===== config.mk =====
export PLATFORM = sky130hd
export DESIGN_NAME = chain_group_cmd
export DESIGN_NICKNAME = d
export VERILOG_FILES = /design/src/rtl/chain_cmd_pkg.sv /design/src/rtl/chain_group_cmd.sv /design/src/rtl/frame_crc16.sv /design/src/rtl/event_irq.sv
export SDC_FILE = /design/constraint.sdc
export NUM_CORES = 1
export LEC_CHECK = 0
export ABC_AREA = 1
export BUFFER_PORTS_ARGS = -buffer_cell sky130_fd_sc_hd__clkbuf_2
export CORE_UTILIZATION = 38
export DETAILED_ROUTE_END_ITERATION = 6
export MAX_ROUTING_LAYER = met4
export PLACE_DENSITY = 0.58
export SYNTH_ARGS = -nofsm -noshare
export SYNTH_HDL_FRONTEND = slang
export SYNTH_SLANG_ARGS = --single-unit

===== constraint.sdc =====
create_clock -name CLK_SYS_I -period 13.8 [get_ports CLK_SYS_I]
set_input_delay 2.76 -clock CLK_SYS_I [delete_from_list [all_inputs] [get_ports CLK_SYS_I]]
set_output_delay 2.76 -clock CLK_SYS_I [all_outputs]
set_load 0.02 [all_outputs]

===== src/rtl/chain_cmd_pkg.sv =====
package chain_cmd_pkg;

  // ----------------------------------------------------------------
  // Frame coding
  // ----------------------------------------------------------------
  localparam logic [7:0] INIT_STACK_READ = 8'hA0;
  localparam logic [7:0] INIT_STACK_WRITE_BASE = 8'hB0;
  localparam logic [7:0] INIT_BCAST_READ = 8'hC0;
  localparam logic [2:0] REQ_STACK_WRITE = 3'h3;
  localparam int FRAME_TYPE_BIT = 7;
  localparam int REQ_TYPE_LSB = 4;
  localparam int DATA_SIZE_LSB = 0;
  localparam int REQ_TYPE_W = 3;
  localparam int DATA_SIZE_W = 3;
  localparam int MAX_WRITE_BYTES = 8;
  localparam int CMD_POS_ADDR_HI = 1;
  localparam int CMD_POS_ADDR_LO = 2;
  localparam int CMD_POS_DATA = 3;
  localparam int CMD_READ_LEN = 6;
  localparam int CMD_WRITE_OVERHEAD = 5;
  localparam int RSP_POS_ADDR = 1;
  localparam int RSP_HDR_BYTES = 4;
  localparam int RSP_PROTO_BYTES = 6;
  localparam int REG_ADDR_W = 16;
  localparam int BYTE_W = 8;

  // ----------------------------------------------------------------
  // Frame check
  // ----------------------------------------------------------------
  localparam logic [15:0] CRC_POLY_REFL = 16'hA001;
  localparam logic [15:0] CRC_INIT = 16'hFFFF;
  localparam logic [15:0] CRC_GOOD_RESIDUE = 16'h0000;

  // ----------------------------------------------------------------
  // Register map
  // ----------------------------------------------------------------
  localparam int APB_ADDR_W = 12;
  localparam logic [11:0] OFS_CTRL = 12'h000;
  localparam logic [11:0] OFS_STATUS = 12'h004;
  localparam logic [11:0] OFS_CLEAR = 12'h008;
  localparam logic [11:0] OFS_ENABLE = 12'h00C;
  localparam logic [11:0] OFS_INFO = 12'h010;
  localparam int CTRL_STACK_MEMBER_BIT = 0;
  localparam int CTRL_TOP_BIT = 1;
  localparam int CTRL_DEV_ADDR_LSB = 8;
  localparam int DEV_ADDR_W = 6;
  localparam logic [31:0] CTRL_RESET = 32'h0000_0000;
  localparam logic [3:0] ENABLE_RESET = 4'h0;
  localparam int EV_RSP_CRC_FAULT = 0;
  localparam int EV_CMD_CRC_ERR = 1;
  localparam int EV_WRITE_DONE = 2;
  localparam int EV_RSP_SENT = 3;
  localparam int EV_NUM = 4;
  localparam int INFO_PEND_BIT = 0;
  localparam int INFO_SEND_BIT = 1;
  localparam int INFO_WBUSY_BIT = 2;
  localparam int INFO_INIT_LSB = 8;

  typedef enum logic [1:0] {RSP_IDLE, RSP_WAIT, RSP_SEND} rsp_state_type;

endpackage


===== src/rtl/chain_group_cmd.sv =====
// How it works
// - Stack read init byte is 0xA0, size zero.
// - Stack write init 0xB0 plus count minus one.
// - Stack write updates up to eight consecutive registers.
// - Stack write executes only on stack members.
// - Stack read answered only by stack members.
// - Top device answers first without waiting.
// - Others append after frame from address N+1.
// - Bad upstream CRC drops own frame, raises fault.
// - Response is data bytes plus six protocol bytes.
// - Response carries own device address.
// - Read data byte is byte count minus one.
// - Every command frame is forwarded up the chain.
// - Broadcast read answered by every device, top down.
// - Broadcast read init byte is 0xC0, size zero.
//
// The APB interface to the registers and the placing of the registers were left to the implementer.
`timescale 1ns/100ps
module chain_group_cmd (
  // System
  input wire logic CLK_SYS_I,
  input wire logic RST_I,
  // APB slave
  input wire logic PSEL_I,
  input wire logic PENABLE_I,
  input wire logic PWRITE_I,
  input wire logic [chain_cmd_pkg::APB_ADDR_W-1:0] PADDR_I,
  input wire logic [31:0] PWDATA_I,
  output logic [31:0] PRDATA_O,
  output logic PREADY_O,
  output logic PSLVERR_O,
  // Command frames from below
  input wire logic CMD_IN_VALID_I,
  input wire logic [7:0] CMD_IN_DATA_I,
  input wire logic CMD_IN_LAST_I,
  // Command frames passed upward
  output logic CMD_OUT_VALID_O,
  output logic [7:0] CMD_OUT_DATA_O,
  output logic CMD_OUT_LAST_O,
  // Response frames from above
  input wire logic RSP_IN_VALID_I,
  input wire logic [7:0] RSP_IN_DATA_I,
  input wire logic RSP_IN_LAST_I,
  // Response frames passed downward
  output logic RSP_OUT_VALID_O,
  output logic [7:0] RSP_OUT_DATA_O,
  output logic RSP_OUT_LAST_O,
  // Device register file
  output logic [chain_cmd_pkg::REG_ADDR_W-1:0] REG_RD_ADDR_O,
  input wire logic [7:0] REG_RD_DATA_I,
  output logic REG_WR_EN_O,
  output logic [chain_cmd_pkg::REG_ADDR_W-1:0] REG_WR_ADDR_O,
  output logic [7:0] REG_WR_DATA_O,
  // Interrupt
  output logic IRQ_O
);
  import chain_cmd_pkg::*;

  // ----------------------------------------------------------------
  // Declarations
  // ----------------------------------------------------------------
  logic [31:0] ctrl_q;
  logic stack_member_flag;
  logic chain_top_device;
  logic [7:0] own_addr;
  logic [7:0] above_addr;
  logic apb_wr;
  logic apb_setup;
  logic mapped;
  logic [EV_NUM-1:0] ev_set;
  logic [EV_NUM-1:0] ev_clr;
  logic [EV_NUM-1:0] ev_status;
  logic [EV_NUM-1:0] ev_enable;
  logic cmd_first_q;
  logic [4:0] cmd_idx_q;
  logic [4:0] cmd_pos;
  logic [7:0] cmd_init_q;
  logic [REG_ADDR_W-1:0] cmd_addr_q;
  logic [7:0] cmd_cnt_q;
  logic [4:0] cmd_len_q;
  logic cmd_end_q;
  logic [15:0] cmd_crc;
  logic [7:0] wbuf_q [MAX_WRITE_BYTES];
  logic [7:0] wsh_q [MAX_WRITE_BYTES];
  logic [DATA_SIZE_W-1:0] cmd_size;
  logic cmd_ok;
  logic is_sread;
  logic is_bread;
  logic is_swrite;
  logic rd_go;
  logic wr_go;
  logic [3:0] wr_left_q;
  logic [2:0] wr_ptr_q;
  logic [REG_ADDR_W-1:0] wr_addr_q;
  logic wr_en_q;
  logic [REG_ADDR_W-1:0] wr_out_addr_q;
  logic [7:0] wr_out_data_q;
  logic ri_first_q;
  logic [1:0] ri_idx_q;
  logic [7:0] ri_addr_q;
  logic ri_end_q;
  logic [15:0] ri_crc;
  rsp_state_type rsp_state_q;
  logic [8:0] rsp_cnt_q;
  logic [7:0] rsp_cnt_byte_q;
  logic [REG_ADDR_W-1:0] rsp_base_q;
  logic [REG_ADDR_W-1:0] rd_addr_q;
  logic [9:0] tx_idx_q;
  logic [9:0] tx_data_end;
  logic [9:0] tx_frame_end;
  logic [7:0] tx_byte;
  logic tx_in_data;
  logic tx_crc_en;
  logic [15:0] tx_crc;
  logic [31:0] prdata_d;
  logic [31:0] prdata_q;
  logic [7:0] out_data_q;
  logic out_valid_q;
  logic out_last_q;

  // ----------------------------------------------------------------
  // APB slave
  // ----------------------------------------------------------------
  assign apb_setup = PSEL_I & ~PENABLE_I;
  assign apb_wr = PSEL_I & PENABLE_I & PWRITE_I;
  assign mapped = (PADDR_I == OFS_CTRL) | (PADDR_I == OFS_STATUS) | (PADDR_I == OFS_CLEAR) |
                  (PADDR_I == OFS_ENABLE) | (PADDR_I == OFS_INFO);
  assign PREADY_O = 1'b1;
  assign PSLVERR_O = PSEL_I & PENABLE_I & ~mapped;

  always_ff @(posedge CLK_SYS_I or posedge RST_I) begin
    if (RST_I) begin
      ctrl_q <= CTRL_RESET;
    end else if (apb_wr && PADDR_I == OFS_CTRL) begin
      ctrl_q <= PWDATA_I;
    end
  end

  // Host must program these before issuing group commands.
  assign stack_member_flag = ctrl_q[CTRL_STACK_MEMBER_BIT];
  assign chain_top_device = ctrl_q[CTRL_TOP_BIT];
  assign own_addr = {2'b00, ctrl_q[CTRL_DEV_ADDR_LSB +: DEV_ADDR_W]};
  assign above_addr = own_addr + 8'h01;
  assign ev_clr = (apb_wr && PADDR_I == OFS_CLEAR) ? PWDATA_I[EV_NUM-1:0] : '0;

  always_comb begin
    prdata_d = 32'h0000_0000;
    case (PADDR_I)
      OFS_CTRL: begin
        prdata_d = ctrl_q;
      end
      OFS_STATUS: begin
        prdata_d[EV_NUM-1:0] = ev_status;
      end
      OFS_ENABLE: begin
        prdata_d[EV_NUM-1:0] = ev_enable;
      end
      OFS_INFO: begin
        prdata_d[INFO_PEND_BIT] = (rsp_state_q == RSP_WAIT);
        prdata_d[INFO_SEND_BIT] = (rsp_state_q == RSP_SEND);
        prdata_d[INFO_WBUSY_BIT] = (wr_left_q != 4'h0);
        prdata_d[INFO_INIT_LSB +: 8] = cmd_init_q;
      end
      default: begin
        prdata_d = 32'h0000_0000;
      end
    endcase
  end

  // Read data is latched in the setup cycle so it comes from a flop.
  always_ff @(posedge CLK_SYS_I or posedge RST_I) begin
    if (RST_I) begin
      prdata_q <= 32'h0000_0000;
    end else if (apb_setup) begin
      prdata_q <= prdata_d;
    end
  end
  assign PRDATA_O = prdata_q;

  event_irq #(.N(EV_NUM)) u_events (
    .clk_i(CLK_SYS_I),
    .rst_i(RST_I),
    .set_i(ev_set),
    .clr_i(ev_clr),
    .en_wr_i(apb_wr && PADDR_I == OFS_ENABLE),
    .en_data_i(PWDATA_I[EV_NUM-1:0]),
    .status_o(ev_status),
    .enable_o(ev_enable),
    .irq_o(IRQ_O)
  );

  // ----------------------------------------------------------------
  // Command forwarding and parsing
  // ----------------------------------------------------------------
  always_ff @(posedge CLK_SYS_I or posedge RST_I) begin
    if (RST_I) begin
      CMD_OUT_VALID_O <= 1'b0;
      CMD_OUT_DATA_O <= 8'h00;
      CMD_OUT_LAST_O <= 1'b0;
    end else begin
      CMD_OUT_VALID_O <= CMD_IN_VALID_I;
      CMD_OUT_DATA_O <= CMD_IN_DATA_I;
      CMD_OUT_LAST_O <= CMD_IN_VALID_I & CMD_IN_LAST_I;
    end
  end

  assign cmd_pos = cmd_first_q ? 5'd0 : cmd_idx_q;

  always_ff @(posedge CLK_SYS_I or posedge RST_I) begin
    if (RST_I) begin
      cmd_first_q <= 1'b1;
      cmd_idx_q <= 5'd0;
      cmd_end_q <= 1'b0;
      cmd_len_q <= 5'd0;
    end else begin
      cmd_end_q <= CMD_IN_VALID_I & CMD_IN_LAST_I;
      if (CMD_IN_VALID_I) begin
        cmd_first_q <= CMD_IN_LAST_I;
        if (cmd_pos != 5'd31) begin
          cmd_idx_q <= cmd_pos + 5'd1;
        end
        if (CMD_IN_LAST_I) begin
          cmd_len_q <= cmd_pos + 5'd1;
        end
      end
    end
  end

  // No device address byte follows the init byte of a group command.
  always_ff @(posedge CLK_SYS_I or posedge RST_I) begin
    if (RST_I) begin
      cmd_init_q <= 8'h00;
      cmd_addr_q <= '0;
      cmd_cnt_q <= 8'h00;
    end else if (CMD_IN_VALID_I) begin
      if (cmd_pos == 5'd0) begin
        cmd_init_q <= CMD_IN_DATA_I;
      end
      if (cmd_pos == 5'(CMD_POS_ADDR_HI)) begin
        cmd_addr_q[15:8] <= CMD_IN_DATA_I;
      end
      if (cmd_pos == 5'(CMD_POS_ADDR_LO)) begin
        cmd_addr_q[7:0] <= CMD_IN_DATA_I;
      end
      if (cmd_pos == 5'(CMD_POS_DATA)) begin
        cmd_cnt_q <= CMD_IN_DATA_I;
      end
    end
  end

  for (genvar i = 0; i < MAX_WRITE_BYTES; i++) begin : g_wbuf
    always_ff @(posedge CLK_SYS_I or posedge RST_I) begin
      if (RST_I) begin
        wbuf_q[i] <= 8'h00;
      end else if (CMD_IN_VALID_I && cmd_pos == 5'(CMD_POS_DATA + i)) begin
        wbuf_q[i] <= CMD_IN_DATA_I;
      end
    end
  end

  frame_crc16 u_cmd_crc (
    .clk_i(CLK_SYS_I),
    .rst_i(RST_I),
    .en_i(CMD_IN_VALID_I),
    .first_i(cmd_first_q),
    .data_i(CMD_IN_DATA_I),
    .crc_o(cmd_crc)
  );

  // Only a frame whose check remainder comes out clean is executed.
  assign cmd_ok = (cmd_crc == CRC_GOOD_RESIDUE);
  assign cmd_size = cmd_init_q[DATA_SIZE_LSB +: DATA_SIZE_W];
  assign is_sread = (cmd_init_q == INIT_STACK_READ) && (cmd_len_q == 5'(CMD_READ_LEN));
  assign is_bread = (cmd_init_q == INIT_BCAST_READ) && (cmd_len_q == 5'(CMD_READ_LEN));
  assign is_swrite = cmd_init_q[FRAME_TYPE_BIT] &&
                     (cmd_init_q[REQ_TYPE_LSB +: REQ_TYPE_W] == REQ_STACK_WRITE) &&
                     (cmd_init_q[7:DATA_SIZE_W] == INIT_STACK_WRITE_BASE[7:DATA_SIZE_W]) &&
                     (cmd_len_q == 5'(cmd_size) + 5'(CMD_WRITE_OVERHEAD + 1));
  assign wr_go = cmd_end_q & cmd_ok & is_swrite & stack_member_flag;
  assign rd_go = cmd_end_q & cmd_ok & ((is_sread & stack_member_flag) | is_bread);

  // ----------------------------------------------------------------
  // Stack write engine
  // ----------------------------------------------------------------
  // The payload is copied out so the next frame may arrive during the writes.
  always_ff @(posedge CLK_SYS_I or posedge RST_I) begin
    if (RST_I) begin
      wr_left_q <= 4'h0;
      wr_ptr_q <= 3'd0;
      wr_addr_q <= '0;
      wr_en_q <= 1'b0;
      wr_out_addr_q <= '0;
      wr_out_data_q <= 8'h00;
      for (int i = 0; i < MAX_WRITE_BYTES; i++) begin
        wsh_q[i] <= 8'h00;
      end
    end else begin
      wr_en_q <= 1'b0;
      if (wr_go) begin
        wr_left_q <= 4'(cmd_size) + 4'h1;
        wr_ptr_q <= 3'd0;
        wr_addr_q <= cmd_addr_q;
        wsh_q <= wbuf_q;
      end else if (wr_left_q != 4'h0) begin
        wr_en_q <= 1'b1;
        wr_out_addr_q <= wr_addr_q;
        wr_out_data_q <= wsh_q[wr_ptr_q];
        wr_addr_q <= wr_addr_q + 16'h0001;
        wr_ptr_q <= wr_ptr_q + 3'd1;
        wr_left_q <= wr_left_q - 4'h1;
      end
    end
  end

  assign REG_WR_EN_O = wr_en_q;
  assign REG_WR_ADDR_O = wr_out_addr_q;
  assign REG_WR_DATA_O = wr_out_data_q;

  // ----------------------------------------------------------------
  // Upstream response monitor
  // ----------------------------------------------------------------
  always_ff @(posedge CLK_SYS_I or posedge RST_I) begin
    if (RST_I) begin
      ri_first_q <= 1'b1;
      ri_idx_q <= 2'd0;
      ri_addr_q <= 8'h00;
      ri_end_q <= 1'b0;
    end else begin
      ri_end_q <= RSP_IN_VALID_I & RSP_IN_LAST_I;
      if (RSP_IN_VALID_I) begin
        ri_first_q <= RSP_IN_LAST_I;
        ri_idx_q <= ri_first_q ? 2'd1 : ((ri_idx_q == 2'd3) ? 2'd3 : ri_idx_q + 2'd1);
        if (!ri_first_q && ri_idx_q == 2'(RSP_POS_ADDR)) begin
          ri_addr_q <= RSP_IN_DATA_I;
        end
      end
    end
  end

  frame_crc16 u_rsp_in_crc (
    .clk_i(CLK_SYS_I),
    .rst_i(RST_I),
    .en_i(RSP_IN_VALID_I),
    .first_i(ri_first_q),
    .data_i(RSP_IN_DATA_I),
    .crc_o(ri_crc)
  );

  // ----------------------------------------------------------------
  // Own response
  // ----------------------------------------------------------------
  assign tx_data_end = 10'(rsp_cnt_q) + 10'(RSP_HDR_BYTES);
  assign tx_frame_end = 10'(rsp_cnt_q) + 10'(RSP_PROTO_BYTES - 1);
  assign tx_in_data = (tx_idx_q >= 10'(RSP_HDR_BYTES)) && (tx_idx_q < tx_data_end);
  assign tx_crc_en = (rsp_state_q == RSP_SEND) && (tx_idx_q < tx_data_end);

  always_ff @(posedge CLK_SYS_I or posedge RST_I) begin
    if (RST_I) begin
      rsp_state_q <= RSP_IDLE;
      rsp_cnt_q <= 9'd0;
      rsp_cnt_byte_q <= 8'h00;
      rsp_base_q <= '0;
      rd_addr_q <= '0;
      tx_idx_q <= 10'd0;
    end else begin
      case (rsp_state_q)
        RSP_IDLE: begin
          tx_idx_q <= 10'd0;
        end
        RSP_WAIT: begin
          if (ri_end_q && ri_addr_q == above_addr) begin
            rsp_state_q <= (ri_crc == CRC_GOOD_RESIDUE) ? RSP_SEND : RSP_IDLE;
          end
        end
        RSP_SEND: begin
          tx_idx_q <= tx_idx_q + 10'd1;
          if (tx_in_data) begin
            rd_addr_q <= rd_addr_q + 16'h0001;
          end
          if (tx_idx_q == tx_frame_end) begin
            rsp_state_q <= RSP_IDLE;
          end
        end
        default: begin
          rsp_state_q <= RSP_IDLE;
        end
      endcase
      if (rd_go) begin
        rsp_cnt_q <= 9'(cmd_cnt_q) + 9'd1;
        rsp_cnt_byte_q <= cmd_cnt_q;
        rsp_base_q <= cmd_addr_q;
        rd_addr_q <= cmd_addr_q;
        tx_idx_q <= 10'd0;
        rsp_state_q <= chain_top_device ? RSP_SEND : RSP_WAIT;
      end
    end
  end

  always_comb begin
    tx_byte = REG_RD_DATA_I;
    if (tx_idx_q == 10'd0) begin
      tx_byte = rsp_cnt_byte_q;
    end else if (tx_idx_q == 10'(RSP_POS_ADDR)) begin
      tx_byte = own_addr;
    end else if (tx_idx_q == 10'(RSP_POS_ADDR + 1)) begin
      tx_byte = rsp_base_q[15:8];
    end else if (tx_idx_q == 10'(RSP_POS_ADDR + 2)) begin
      tx_byte = rsp_base_q[7:0];
    end else if (tx_idx_q == tx_data_end) begin
      tx_byte = tx_crc[7:0];
    end else if (tx_idx_q > tx_data_end) begin
      tx_byte = tx_crc[15:8];
    end
  end

  frame_crc16 u_tx_crc (
    .clk_i(CLK_SYS_I),
    .rst_i(RST_I),
    .en_i(tx_crc_en),
    .first_i(tx_idx_q == 10'd0),
    .data_i(tx_byte),
    .crc_o(tx_crc)
  );

  assign REG_RD_ADDR_O = rd_addr_q;

  // Own frame takes the link; upstream bytes are not expected while it is sent.
  always_ff @(posedge CLK_SYS_I or posedge RST_I) begin
    if (RST_I) begin
      out_valid_q <= 1'b0;
      out_data_q <= 8'h00;
      out_last_q <= 1'b0;
    end else if (rsp_state_q == RSP_SEND) begin
      out_valid_q <= 1'b1;
      out_data_q <= tx_byte;
      out_last_q <= (tx_idx_q == tx_frame_end);
    end else begin
      out_valid_q <= RSP_IN_VALID_I;
      out_data_q <= RSP_IN_DATA_I;
      out_last_q <= RSP_IN_VALID_I & RSP_IN_LAST_I;
    end
  end

  assign RSP_OUT_VALID_O = out_valid_q;
  assign RSP_OUT_DATA_O = out_data_q;
  assign RSP_OUT_LAST_O = out_last_q;

  // ----------------------------------------------------------------
  // Events
  // ----------------------------------------------------------------
  always_comb begin
    ev_set = '0;
    ev_set[EV_RSP_CRC_FAULT] = (rsp_state_q == RSP_WAIT) && ri_end_q && (ri_addr_q == above_addr) &&
                               (ri_crc != CRC_GOOD_RESIDUE) && !rd_go;
    ev_set[EV_CMD_CRC_ERR] = cmd_end_q & ~cmd_ok;
    ev_set[EV_WRITE_DONE] = wr_en_q & (wr_left_q == 4'h0) & ~wr_go;
    ev_set[EV_RSP_SENT] = (rsp_state_q == RSP_SEND) && (tx_idx_q == tx_frame_end) && !rd_go;
  end

endmodule // chain_group_cmd


===== src/rtl/frame_crc16.sv =====
`timescale 1ns/100ps
module frame_crc16 (
  // Clock and reset
  input wire logic clk_i,
  input wire logic rst_i,
  // Byte stream
  input wire logic en_i,
  input wire logic first_i,
  input wire logic [7:0] data_i,
  // Running remainder
  output logic [15:0] crc_o
);
  import chain_cmd_pkg::*;

  logic [15:0] crc_d;

  always_comb begin
    crc_d = (first_i ? CRC_INIT : crc_o) ^ {8'h00, data_i};
    for (int b = 0; b < 8; b++) begin
      crc_d = crc_d[0] ? ((crc_d >> 1) ^ CRC_POLY_REFL) : (crc_d >> 1);
    end
  end

  always_ff @(posedge clk_i or posedge rst_i) begin
    if (rst_i) begin
      crc_o <= CRC_INIT;
    end else if (en_i) begin
      crc_o <= crc_d;
    end
  end

endmodule // frame_crc16


===== src/rtl/event_irq.sv =====
`timescale 1ns/100ps
module event_irq #(
  parameter int N = 4
) (
  // Clock and reset
  input wire logic clk_i,
  input wire logic rst_i,
  // Events and software access
  input wire logic [N-1:0] set_i,
  input wire logic [N-1:0] clr_i,
  input wire logic en_wr_i,
  input wire logic [N-1:0] en_data_i,
  // State
  output logic [N-1:0] status_o,
  output logic [N-1:0] enable_o,
  output logic irq_o
);
  import chain_cmd_pkg::*;

  // Set wins over a clear in the same cycle so that no event is lost.
  for (genvar i = 0; i < N; i++) begin : g_bit
    always_ff @(posedge clk_i or posedge rst_i) begin
      if (rst_i) begin
        status_o[i] <= 1'b0;
      end else begin
        status_o[i] <= set_i[i] | (status_o[i] & ~clr_i[i]);
      end
    end
  end

  always_ff @(posedge clk_i or posedge rst_i) begin
    if (rst_i) begin
      enable_o <= N'(ENABLE_RESET);
    end else if (en_wr_i) begin
      enable_o <= en_data_i;
    end
  end

  assign irq_o = |(status_o & enable_o);

endmodule // event_irq


**Word level (Yosys, flattened, before mapping)**

Cells that the tools add are included.

- Flip-flop bits (word level): 432
- Input port bits: 77
- Output and inout bits: 96
- Logic and storage cells: 289

- $add $sub $neg: 13
- Magnitude comparators: 4
- Equality and inequality tests: 34
- Muxes and demuxes: 67
- Bitwise operators: 64
- Reductions and logical operators: 52

Operators with widths:

| operator | number |
|---|---|
| $mux 16 | 33 |
| $mux 8 | 9 |
| $not 2->3 | 24 |
| $xor 16x8->16 | 3 |
| $add 16x1->16 const B | 2 |
| $logic_not 16->1 | 2 |
| $logic_and 1x1->1 | 26 |
| $eq 5x3->1 const B | 5 |
| $bmux 8 s3 | 1 |
| $eq 12x4->1 const B | 2 |
| $add 9x3->10 const B | 2 |
| $eq 10x10->1 | 2 |
| $eq 10x2->1 const B | 2 |
| $pmux 10 s2 | 1 |
| $and 1x1->1 | 18 |
| $reduce_and 2->1 | 9 |
| $eq 8x8->1 const B | 2 |
| $mux 4 | 4 |
| $pmux 8 s2 | 1 |
| $reduce_bool 16->1 | 1 |
| $eq 5x4->1 const B | 3 |
| $mux 2 | 7 |
| $eq 12x3->1 const B | 1 |
| $eq 12x5->1 const B | 1 |
| other kinds (48) | 73 |

**Longest topological paths before layout**

Gate-level depths: netlist of the first run.

- Depth in word-level cells: 25
- Mapped depth: 28

**Modules after synthesis**

A second synthesis of the first run with hierarchy kept.

- Cells, all modules: 2563
- Area total of the unflattened synthesis: 21028.9 um^2

By module, submodules not included:

| module | times used | cells an instance | area an instance (um^2) | seq. area each (um^2) |
|---|---|---|---|---|
| chain_group_cmd | 1 | 2066 | 17486.8 | 9211.3 |
| frame_crc16 | 3 | 153 | 1069.8 | 420.4 |
| event_irq | 1 | 38 | 332.8 | 200.2 |

**Worst setup path before layout of the first run**

OpenSTA, ideal clock, no wires.

- Path type: input to output
- Start: input PADDR_I[5] in the netlist's numbering
- End: output PSLVERR_O
- Arrival time: 4.071 ns
- Path slack: 6.969 ns
- Stages on the path: 8
- Path buffers: 0
- Cells stage by stage: nor4_1 > inv_1 > nor2_1 > inv_1 > nor2_2 > inv_1 > nand4_1 > a211oi_1

- Word-level cells in the longest chain between the ends: 7

Ends and longest elaborated chain:

| element | RTL line | source |
|---|---|---|
| from (decl) | chain_group_cmd.sv:27 | `input wire logic [chain_cmd_pkg::APB_ADDR_W-1:0] PADDR_I,` |
| $eq 12x3->1 or $logic_not 12->1 (tied branches) | chain_group_cmd.sv:126 | `assign mapped = (PADDR_I == OFS_CTRL) \| (PADDR_I == OFS_STATUS) \| (PADDR_I == OFS_CLEAR) \|` |
| $or 1x1->1 (3 in a row) | chain_group_cmd.sv:126 |  |
| $or 1x1->1 * | chain_group_cmd.sv:127 | `(PADDR_I == OFS_ENABLE) \| (PADDR_I == OFS_INFO);` |
| $not 1->1 * | chain_group_cmd.sv:129 | `assign PSLVERR_O = PSEL_I & PENABLE_I & ~mapped;` |
| $and 1x1->1 * | chain_group_cmd.sv:129 |  |
| to (decl) | chain_group_cmd.sv:31 | `output logic PSLVERR_O,` |

Mark *: on every way between the ends. The rest lies on a longest branch, timed or not.

**Final worst setup path of the first run**

- Start: input PADDR_I[9] in the netlist's numbering
- End: output PSLVERR_O

The elaborated chain is that of the path after synthesis.

==> run summary, run 1 <==
Top_reg_cell synth -> dfrtp_1
Starting DRT DRC Count -> 1049
Die ar. -> 54400 um2
Initial DRT Pass Iterations -> 5
DRC Markers -> 0
Initial Util -> 38.6%
TritonCTS clock tree -> done
Most frequent cells in the layout -> nand2_1 (676), dfrtp_1 (374), o21ai_0 (312), inv_1 (235), clkbuf_2 (171)
Most common cell after layout, fill and taps aside -> nand2_1
Layout cells sized above 1 -> 15.2%
Nets -> 2629
Die height -> 233 um
Crit. Startpoint -> PADDR_I[9]
Slew Limit Headroom -> 22.3%
Synth Area in Simple Gates -> 20.5%
Top layer used by detailed routing -> met4
Synth warn -> 0
CP endpoint kind -> output port
HPWL after detailed placement -> 39.4 mm
Worst-path clk slew -> 0.06 ns
Synth Area in XOR/XNOR -> 4.75%
Crit-path max FO -> 27
FF+latch count, synth -> 424
Placer Congestion -> 0.922
Inserted Diodes -> 0
Slew Viols, Final -> 0
Max incr delay on CP -> 0.84 ns
CTS-repair resized insts -> 0
Post-synth EDFFs -> 0
Adder-Cell Fraction of Synth Area -> 1.97%
Leakage -> 11.4 nW
Clock tree buffer depth -> 3
Row cnt -> 84
Largest family of logic cells by synthesized area -> simple AND/OR/NAND/NOR gates
PnR worst setup slack -> 5.62 ns
Worst-case vdd ir drop -> 0.000101 V
Max-cap violation count -> 0
Min-Delay Path Class -> register to register
Post-CTS Hold Fix Bufs -> 0
Total track usage -> 21.4%
CTS sink count -> 424
Syn nets -> 2488
Die width -> 233 um
Final wirelength -> 56.1 mm
Most used cell, CP -> inv_1
GRT overflow -> 0
Placeable core area -> 52700 um2
Total number of vias -> 16413
Final instance area -> 23300 um2
Area grow syn2layout -> 14.9%
R2R Path Start -> rsp_cnt_q[2]$_DFFE_PP0P_
Reg2reg path depth -> 16
Power per cell area -> 137 nW/um2
WP data arrival -> 5.42 ns
Skew-Pair Late Insertion Delay -> 0.61 ns
TNS Setup -> 0 ns
Post-Place Setup Slack -> 5.55 ns
Largest net degree at the start of global routing -> 192
Status -> completed
Number of fill cells -> 5212
Number of global-route vias before repair -> 15901
CTS root buffer -> clkbuf_16
Post-CTS Setup Repair Bufs -> 0
H-tree depth -> 2
Mapped cell area -> 20300 um2
Mux cell area share after synthesis -> 1.52%
CTS buffer count -> 49
Hold Startpoint -> wbuf_q[0]$_DFFE_PP0P_
Setup crit start kind -> primary input
Routed len/inst -> 17.3 um
Io pins -> 173
Unique masters post-synth -> 60
Metal2 WL -> 26.9 mm
Initial antenna violation count -> 0
Fin crit share -> 59.3%
Met1 wire length -> 25.2 mm
Worst hold stages -> 2
Post-route ant nets -> 0
CP cell instances -> clkbuf_2 > nor4_2 > inv_1 > nor2_1 > inv_1 > nor2_2 > inv_1 > nand4_1 > a211oi_1 > clkbuf_2
Setup CP Type -> primary input to output port
Final Skew -> 0.0424 ns
RSZ-0062 raised after global routing -> false
First-pass GRT wire length -> 88.6 mm
Max Fclk -> 0.122 GHz
Final setup viols -> 0
Register area share after synthesis -> 52.6%
Placed cell area -> 21800 um2
Mapped Avg Cell Area -> 8.53 um2
Met3 WL -> 3.06 mm
Hold WS -> 0.466 ns
Critical-path top delay cell -> nor2_2
Asr flop ratio synth -> 100%
Synth Instances -> 2379
CP required -> 11.04 ns
Count of input and output buffers -> 171
Worst-Margin Slew -> 1.16 ns
Hold Vio Cnt, Final -> 0
Min Tclk post-route -> 8.18 ns
Compound-Gate Fraction of Synth Area -> 12.2%
Vias/cell -> 5.06
==> worst paths after layout <==
path	end	slack, ns
worst max-delay path	PSLVERR_O	5.62
worst min-delay path	wsh_q[0]$_DFFE_PP0P_	0.47
worst max register to register	REG_RD_ADDR_O[13]$_DFFE_PP0P_	9.05
worst min register to register	wsh_q[0]$_DFFE_PP0P_	0.47
max in group asynchronous	REG_WR_ADDR_O[14]$_DFFE_PP0P_	9.37
min in group asynchronous	tx_idx_q[3]$_DFFE_PP0P_	2.21
==> cells in the mapped netlist, drive strengths merged, types with 23 or more instances <==
library cell | number | area, um2
mux2 | 23 | 259
ha | 32 | 400
nand2 | 696 | 2670
dfstp | 50 | 1310
xor2 | 74 | 648
o21ai | 318 | 1600
clkbuf | 80 | 300
nor2 | 121 | 479
a21oi | 53 | 269
xnor2 | 36 | 315
inv | 249 | 935
nand3 | 102 | 578
nor3 | 28 | 151
dfrtp | 374 | 9360
==> per-layer routing <==
metal | up-vias | track usage, %
met4 | 0 | 4.86
met5 | - | -
li1 | 7985 | -
met3 | 58 | 3.21
met1 | 7957 | 27.9
met2 | 413 | 35.1
==> logic make-up (layout without fill, tap and decap cells) <==
kind of cell,after synthesis,after routing
other,1,1
multiplexers,28,28
adder cells (fa/ha/maj),32,32
XOR/XNOR,110,110
AND/OR/NAND/NOR,988,988
flip-flops,424,424
AO/OA/AOI/OAI,451,451
buffers and inverters,345,522
==> critical path: cells and delay by family <==
family                 cells  cell delay (ns)
buffers and inverters      5             0.77
AO/OA/AOI/OAI              1             0.06
AND/OR/NAND/NOR            4             1.81
==> where the power goes <==
group          internal (W)  total (W)  leakage (nW)  switching, W
sequential          0.00141    0.00152          5.56      0.000109
combinational      0.000149   0.000428          5.05      0.000279
clock              0.000729    0.00126         0.777      0.000529
==> per-stage QoR <==
| step | cells | power [W] | util [%] |
|---|---|---|---|
| floorplan | 2379 | 0.00181 | - |
| global placement | 3157 | 0.00196 | 41.3 |
| detailed placement | 3157 | 0.00197 | 41.3 |
| CTS | 3244 | 0.00325 | 44.3 |
| global route | 3244 | 0.00337 | 44.3 |
| finish | 3244 | 0.00321 | 44.3 |
==> area by class of cell <==
type	instances	area (um2)	share of cell area (%)
clock buffer	70	1410	6.02
clock inverter	17	163	0.697
inverter	251	946	4.05
multi-input combinational	1610	8310	35.6
sequential	424	10700	45.8
tap	688	861	3.69
timing repair buffer	184	966	4.14
==> flip-flops by register name (all words and copies together), names as in the netlist, 9 cells and up <==
| register | cells |
|---|---|
| PRDATA_O | 32 |
| REG_RD_ADDR_O | 16 |
| REG_WR_ADDR_O | 16 |
| cmd_addr_q | 16 |
| ctrl_q | 32 |
| rsp_base_q | 16 |
| rsp_cnt_q | 9 |
| tx_idx_q | 10 |
| u_cmd_crc.crc_o | 16 |
| u_rsp_in_crc.crc_o | 16 |
| u_tx_crc.crc_o | 16 |
| wbuf_q | 56 |
| wr_addr_q | 16 |
| wsh_q | 64 |
Power figures use the tool's default switching activity.
==> run 2: changes to the inputs <==
Settings changed: PLACE_DENSITY 0.58 to 0.56.
Clock period 13.8 ns to 7.97 ns, I/O delays scaled along.
==> run 2 against run 1 <==
Final area increased by 0.44%. Critical path depth is 1 higher. Sequential share of layout area fell by 0.20 points. Core utilization is 0.20 points higher. Die area is the same. Count of clock-buffer cells in the layout shrank 3. Global-route usage rose by 0.46 points. Largest cell class unchanged. Highest routed layer unchanged.
==> run summary, run 2 (synthesis results as in run 1) <==
Status -> completed
H-tree depth -> 2 (unchanged)
Starting DRT DRC Count -> 1131 (+7.8%)
Die ar. -> 54400 um2 (unchanged)
Post-CTS Setup Repair Bufs -> 0 (unchanged)
Worst-Margin Slew -> 0.983 ns (-0.182 ns)
Area grow syn2layout -> 15.4%
DRC Markers -> 0 (unchanged)
Placer Congestion -> 0.893 (-3.1%)
Most common cell after layout, fill and taps aside -> nand2_1
Hold path endpoint -> wsh_q[24]$_DFFE_PP0P_
Clock tree buffer depth -> 3 (unchanged)
RSZ-0062 raised after global routing -> false
TritonCTS clock tree -> done
Routed len/inst -> 17.5 um (+1.1%)
Worst hold stages -> 2 (unchanged)
Nets -> 2631 (+0.076%)
Number of global-route vias before repair -> 16050 (+0.94%)
Initial DRT Pass Iterations -> 5 (unchanged)
Final wirelength -> 56.8 mm (+1.3%)
Reg2reg path depth -> 16 (unchanged)
Fin crit share -> 64.4%
Buffers & Inverters on Critical Path -> 6 (+1)
CTS-repair resized insts -> 0 (unchanged)
Most frequent cells in the layout -> nand2_1 (676), dfrtp_1 (374), o21ai_0 (312), inv_1 (235), clkbuf_2 (171)
Leakage -> 11.4 nW (+0.48%)
Hold Startpoint -> wbuf_q[24]$_DFFE_PP0P_
Post-route ant nets -> 0 (unchanged)
Largest Register -> wsh_q
Post-layout util -> 44.5% (+0.20 points)
Footprint of the multi-input gates -> 8310 um2 (unchanged)
Inserted Diodes -> 0 (unchanged)
Most used cell, CP -> inv_1
CTS sink count -> 424 (unchanged)
TNS Setup -> 0 ns (unchanged)
Largest net degree at the start of global routing -> 147 (-23%)
Die width -> 233 um (unchanged)
Layout cells sized above 1 -> 15.5% (+0.32 points)
Max Fclk -> 0.195 GHz
Row cnt -> 84 (unchanged)
Min Tclk post-route -> 5.13 ns
Largest registers -> wsh_q (64), wbuf_q (56)
Initial Util -> 38.6% (unchanged)
CP cell instances -> clkbuf_2 > nor4_1 > inv_1 > nor2_1 > inv_1 > nor2_2 > buf_4 > inv_1 > nand4_1 > a211oi_1 > clkbuf_2
WP data arrival -> 3.54 ns (-1.88 ns)
GRT overflow -> 0 (unchanged)
First-pass GRT wire length -> 90.1 mm (+1.7%)
Seq. cell area -> 10700 um2 (unchanged)
Worst-path clk slew -> 0.06 ns (about the same)
Final Skew -> 0.0129 ns (-0.0295 ns)
Power per cell area -> 243 nW/um2 (+76%)
Slew Viols, Final -> 0 (unchanged)
Final setup viols -> 0 (unchanged)
Io pins -> 173 (unchanged)
HPWL after detailed placement -> 39.8 mm (+0.94%)
R2R Path Start -> rsp_cnt_q[2]$_DFFE_PP0P_
Initial antenna violation count -> 0 (unchanged)
CP endpoint kind -> output port
Vias/cell -> 5.02 (-0.88%)
Post-CTS Hold Fix Bufs -> 0 (unchanged)
CTS root buffer -> clkbuf_16
Worst-case vdd ir drop -> 0.000147 V (+45%)
Die height -> 233 um (unchanged)
Max reg flops -> 64 (unchanged)
Skew-Pair Late Insertion Delay -> 0.60 ns (about the same)
Max-cap violation count -> 0 (unchanged)
Count of input and output buffers -> 171 (unchanged)
Placeable core area -> 52700 um2 (unchanged)
R2R Path End -> REG_RD_ADDR_O[11]$_DFFE_PP0P_
Hold Vio Cnt, Final -> 0 (unchanged)
Min-Delay Path Class -> register to register
CP required -> 6.38 ns (-4.66 ns)
Setup CP Type -> primary input to output port
Pwr Total -> 0.00568 W (+77%)
CTS buffer count -> 48 (-2.0%)
Max incr delay on CP -> 0.53 ns (-0.31 ns)
Setup crit start kind -> primary input
Reg2Reg Setup Slack -> 3.43 ns (-5.62 ns)
Number of fill cells -> 5243 (+0.59%)
Slew Limit Headroom -> 34.5% (+12 points)
CP top delay family -> simple AND/OR/NAND/NOR gates
Critical-path top delay cell -> nor4_1
Total track usage -> 21.9% (+0.46 points)
Total number of vias -> 16299 (-0.69%)
Crit-path max FO -> 27 (unchanged)
==> run 2: layout make-up <==
class                      count  area share, %
clock buffer                  67           5.86
multi-input combinational   1610           35.5
timing repair buffer         187           4.27
clock inverter                23           1.12
inverter                     251           4.04
tap                          688           3.67
sequential                   424           45.5
==> run 2: layer usage <==
metal  vias up  share of wire (%)  global-route usage, %  wire, um
li1       7995                  -                      -         -
met1      7869                 45                   28.5     25700
met2       351                 47                   34.7     26800
met3        84                5.4                   4.24      3060
met4         0                2.2                   5.68      1270
met5         -                  0                      -         0
==> run 2: where the power goes <==
| part | switching (W) | internal [W] | total, W |
|---|---|---|---|
| registers | 0.000191 | 0.00244 | 0.00263 |
| logic | 0.000492 | 0.000259 | 0.000751 |
| clock network | 0.000954 | 0.00135 | 0.00230 |
| total | 0.00164 | 0.00405 | 0.00568 |
==> run 2: worst min-delay path: stages (launching register included) <==
cell and delay [ns]:
dfrtp_1 0.34, nand2_1 0.05, nand2_1 0.04
==> run 2: stage by stage <==
step / hold WS (ns) / worst slack, ns / std cells / cell area, um2
after floorplan: 0.442 / 0.695 / 2379 / 20300
after global placement: 0.450 / 2.82 / 3160 / 21800
after detailed placement: 0.451 / 2.83 / 3160 / 21800
after CTS: 0.467 / 2.83 / 3250 / 23400
after global routing: 0.487 / 2.54 / 3250 / 23400
final: 0.465 / 2.84 / 3250 / 23400
==> run 2: how the worst max path moves through the flow <==
stage,end,slack [ns],cells past startpoint,start
after floorplan,CMD_OUT_DATA_O[0]$_DFF_PP0_,0.70,1,RST_I
after global placement,PSLVERR_O,2.82,11,PADDR_I[5]
after detailed placement,PSLVERR_O,2.83,11,PADDR_I[5]
after CTS,PSLVERR_O,2.83,11,PADDR_I[5]
after global routing,PSLVERR_O,2.54,11,PADDR_I[5]
final,PSLVERR_O,2.84,11,PADDR_I[5]
==> run 3: changes to the inputs <==
Settings changed: ABC_AREA 1 to 0.
Clock period 7.97 ns to 5.15 ns, I/O delays scaled along.
==> run 3 against run 2 <==
Sequential power up 64%. Setup slack worse by 2.1 ns. Non-clock buffer count up 6. Hold slack about the same. Register-to-register slack worse by 2.7 ns. Wire length down 7.9%. Sequential share of layout area up 0.23 points. Total power up 62%. Core utilization up 0.49 points. Cell count down 18%. Synthesized area down 0.91%. Sequential cell count unchanged.
==> run summary, run 3 <==
Status -> completed
Slew Limit Headroom -> 15.0% (-19 points)
Setup crit start kind -> register
Hold WS -> 0.465 ns (-0.000349 ns)
Power per cell area -> 396 nW/um2 (+63%)
Setup CP Type -> register to register
Post-CTS Setup Repair Bufs -> 0 (unchanged)
Post-route ant nets -> 0 (unchanged)
Number of fill cells -> 4872 (-7.1%)
Nets -> 2054 (-22%)
Die width -> 232 um (-0.45%)
WP data arrival -> 4.97 ns (+1.43 ns)
CP endpoint kind -> register
RSZ-0062 raised after global routing -> false
Count of input and output buffers -> 171 (unchanged)
Number of global-route vias before repair -> 14285 (-11%)
CTS root buffer -> clkbuf_16
Post-synth EDFFs -> 0 (unchanged)
DRC Markers -> 0 (unchanged)
Initial Util -> 38.8% (+0.26 points)
Largest net degree at the start of global routing -> 111 (-24%)
TritonCTS clock tree -> done
Hold Vio Cnt, Final -> 0 (unchanged)
Final setup viols -> 0 (unchanged)
Pwr Total -> 0.00923 W (+62%)
Placer Congestion -> 0.888 (-0.62%)
Register area share after synthesis -> 53.1% (+0.48 points)
Max-cap violation count -> 0 (unchanged)
Final wirelength -> 52.3 mm (-7.9%)
Routed len/inst -> 19.6 um (+12%)
Clock tree buffer depth -> 3 (unchanged)
Initial antenna violation count -> 0 (unchanged)
Min-Delay Path Class -> register to register
Asr flop ratio synth -> 100% (unchanged)
Synth warn -> 0 (unchanged)
Slew Viols, Final -> 0 (unchanged)
Vias/cell -> 5.24 (+4.4%)
Unique masters post-synth -> 76 (+27%)
Largest Register -> wsh_q
Max reg flops -> 64 (unchanged)
Crit. Startpoint -> rsp_cnt_q[4]$_DFFE_PP0P_
Mapped cell area -> 20100 um2 (-0.91%)
HPWL after detailed placement -> 36.7 mm (-7.9%)
CP required -> 5.66 ns (-0.72 ns)
Die height -> 232 um (-0.45%)
Count leader, synth -> dfrtp_1
Starting DRT DRC Count -> 938 (-17%)
Area grow syn2layout -> 15.9%
Top_reg_cell synth -> dfrtp_1
GRT overflow -> 0 (unchanged)
H-tree depth -> 2 (unchanged)
Synth Instances -> 1801 (-24%)
TNS Setup -> 0 ns (unchanged)
R2R Path Start -> rsp_cnt_q[4]$_DFFE_PP0P_
Syn nets -> 1910 (-23%)
Crit-path max FO -> 9 (-67%)
FF+latch count, synth -> 424 (unchanged)
Placeable core area -> 51800 um2 (-1.6%)
Most frequent cells in the layout -> dfrtp_1 (374), mux2_2 (232), nand2_1 (231), clkbuf_2 (171), nor2_1 (139)
Main area contributors after synthesis -> dfrtp_1 (47%), mux2_2 (13%), dfstp_2 (6.5%)
First-pass GRT wire length -> 82.7 mm (-8.2%)
Die ar. -> 53900 um2 (-0.91%)
Leakage -> 10.9 nW (-4.5%)
Max Fclk -> 0.224 GHz
Largest registers -> wsh_q (64), wbuf_q (56)
CTS sink count -> 424 (unchanged)
Worst-path clk slew -> 0.06 ns (about the same)
Total track usage -> 20.3% (-1.6 points)
Min Tclk post-route -> 4.46 ns
Initial DRT Pass Iterations -> 5 (unchanged)
Post-CTS Hold Fix Bufs -> 0 (unchanged)
Inserted Diodes -> 0 (unchanged)
Most common cell after layout, fill and taps aside -> dfrtp_1
Final Skew -> 0.0245 ns (+0.0116 ns)
CTS buffer count -> 48 (unchanged)
Mapped Avg Cell Area -> 11.2 um2 (+31%)
Worst-case vdd ir drop -> 0.000233 V (+58%)
Share of Yosys cell area claimed by the top area cell type -> 46.5% (+0.42 points)
Fin crit share -> 86.5%
Worst-Margin Slew -> 1.27 ns (+0.286 ns)
Total number of vias -> 13941 (-14%)
CTS-repair resized insts -> 0 (unchanged)
Row cnt -> 83 (-1.2%)
Skew-Pair Late Insertion Delay -> 0.59 ns (about the same)
Hold Startpoint -> PRDATA_O[16]$_DFFE_PP0P_
Io pins -> 173 (unchanged)
Yosys top cell by area -> dfrtp_1
Synth cell count leaders -> dfrtp_1 (374), mux2_2 (232), nand2_1 (231)
Layout cells sized above 1 -> 29.8% (+14 points)
run 3: changes by cell type after synthesis, sizes merged, moves of 28 or more:
cell / before / now
o21ai: 318 / 85
nand3: 102 / 62
mux2: 23 / 232
inv: 249 / 31
xor2: 74 / 46
xnor2: 36 / 91
nand2: 696 / 232
run 3: path summary, 6_finish.rpt:
check,endpoint,slack (ns),cells past startpoint
max,u_tx_crc.crc_o[0]$_DFFE_PP1P_,0.69,14
min,PRDATA_O[16]$_DFFE_PP0P_,0.46,2
max reg2reg,u_tx_crc.crc_o[0]$_DFFE_PP1P_,0.69,14
min reg2reg,PRDATA_O[16]$_DFFE_PP0P_,0.46,2
max in group asynchronous,PRDATA_O[22]$_DFFE_PP0P_,3.42,3
min in group asynchronous,wsh_q[63]$_DFFE_PP0P_,0.48,2
run 3: per-stage QoR:
step	utilization, %	setup WS (ns)	std cells	area, um2
6_report	45.0	0.693	2662	23300
5_1_grt	45.0	0.310	2662	23300
4_1_cts	45.0	0.691	2662	23300
3_5_place_dp	41.8	0.696	2575	21600
3_3_place_gp	41.8	0.757	2575	21600
2_1_floorplan	-	-1.56	1801	20100
run 3: report_power, final:
group | total (W) | internal [W] | switching [W]
sequential | 0.00432 | 0.00388 | 0.000442
clock | 0.00359 | 0.00217 | 0.00142
combinational | 0.00133 | 0.000705 | 0.000621
run 3: worst max-delay path, cell delays in order (launching register included):
cell and delay [ns]:
dfrtp_1 0.50, nand2_1 0.11, nor2_1 0.22, nand3_1 0.12, xor2_1 0.17, ha_1 0.30
a211oi_1 0.21, o21bai_1 0.18, a211oi_4 0.56, mux2_2 0.41, a31oi_1 0.30, mux2i_2 0.37
xor2_1 0.32, xnor3_1 0.36, mux2_2 0.26
run 3: kinds of logic after synthesis:
logic type | synth area share, %
AOI/OAI and AO/OA | 7.58
buffers and inverters | 2.58
muxes | 16.0
DFF | 53.1
xor gates and xnor gates | 6.20
and+or+nand+nor | 12.5
other | 0.0186
adders and majority gates | 1.99
run 3: metal layers:
metal	track usage (%)	vias up	wire length, um
li1	-	6562	-
met1	26.0	7049	23400
met2	33.2	265	25700
met3	3.19	65	2100
met4	5.59	0	1080
met5	-	-	0
run 3: final cells by class:
| type | instances | area (um2) | area share, % |
|---|---|---|---|
| sequential | 424 | 10700 | 45.8 |
| multi-input combinational | 1247 | 8940 | 38.4 |
| clock buffer | 67 | 1370 | 5.89 |
| timing repair buffer | 193 | 1060 | 4.54 |
| tap | 680 | 851 | 3.65 |
| clock inverter | 20 | 298 | 1.28 |
| inverter | 31 | 120 | 0.515 |
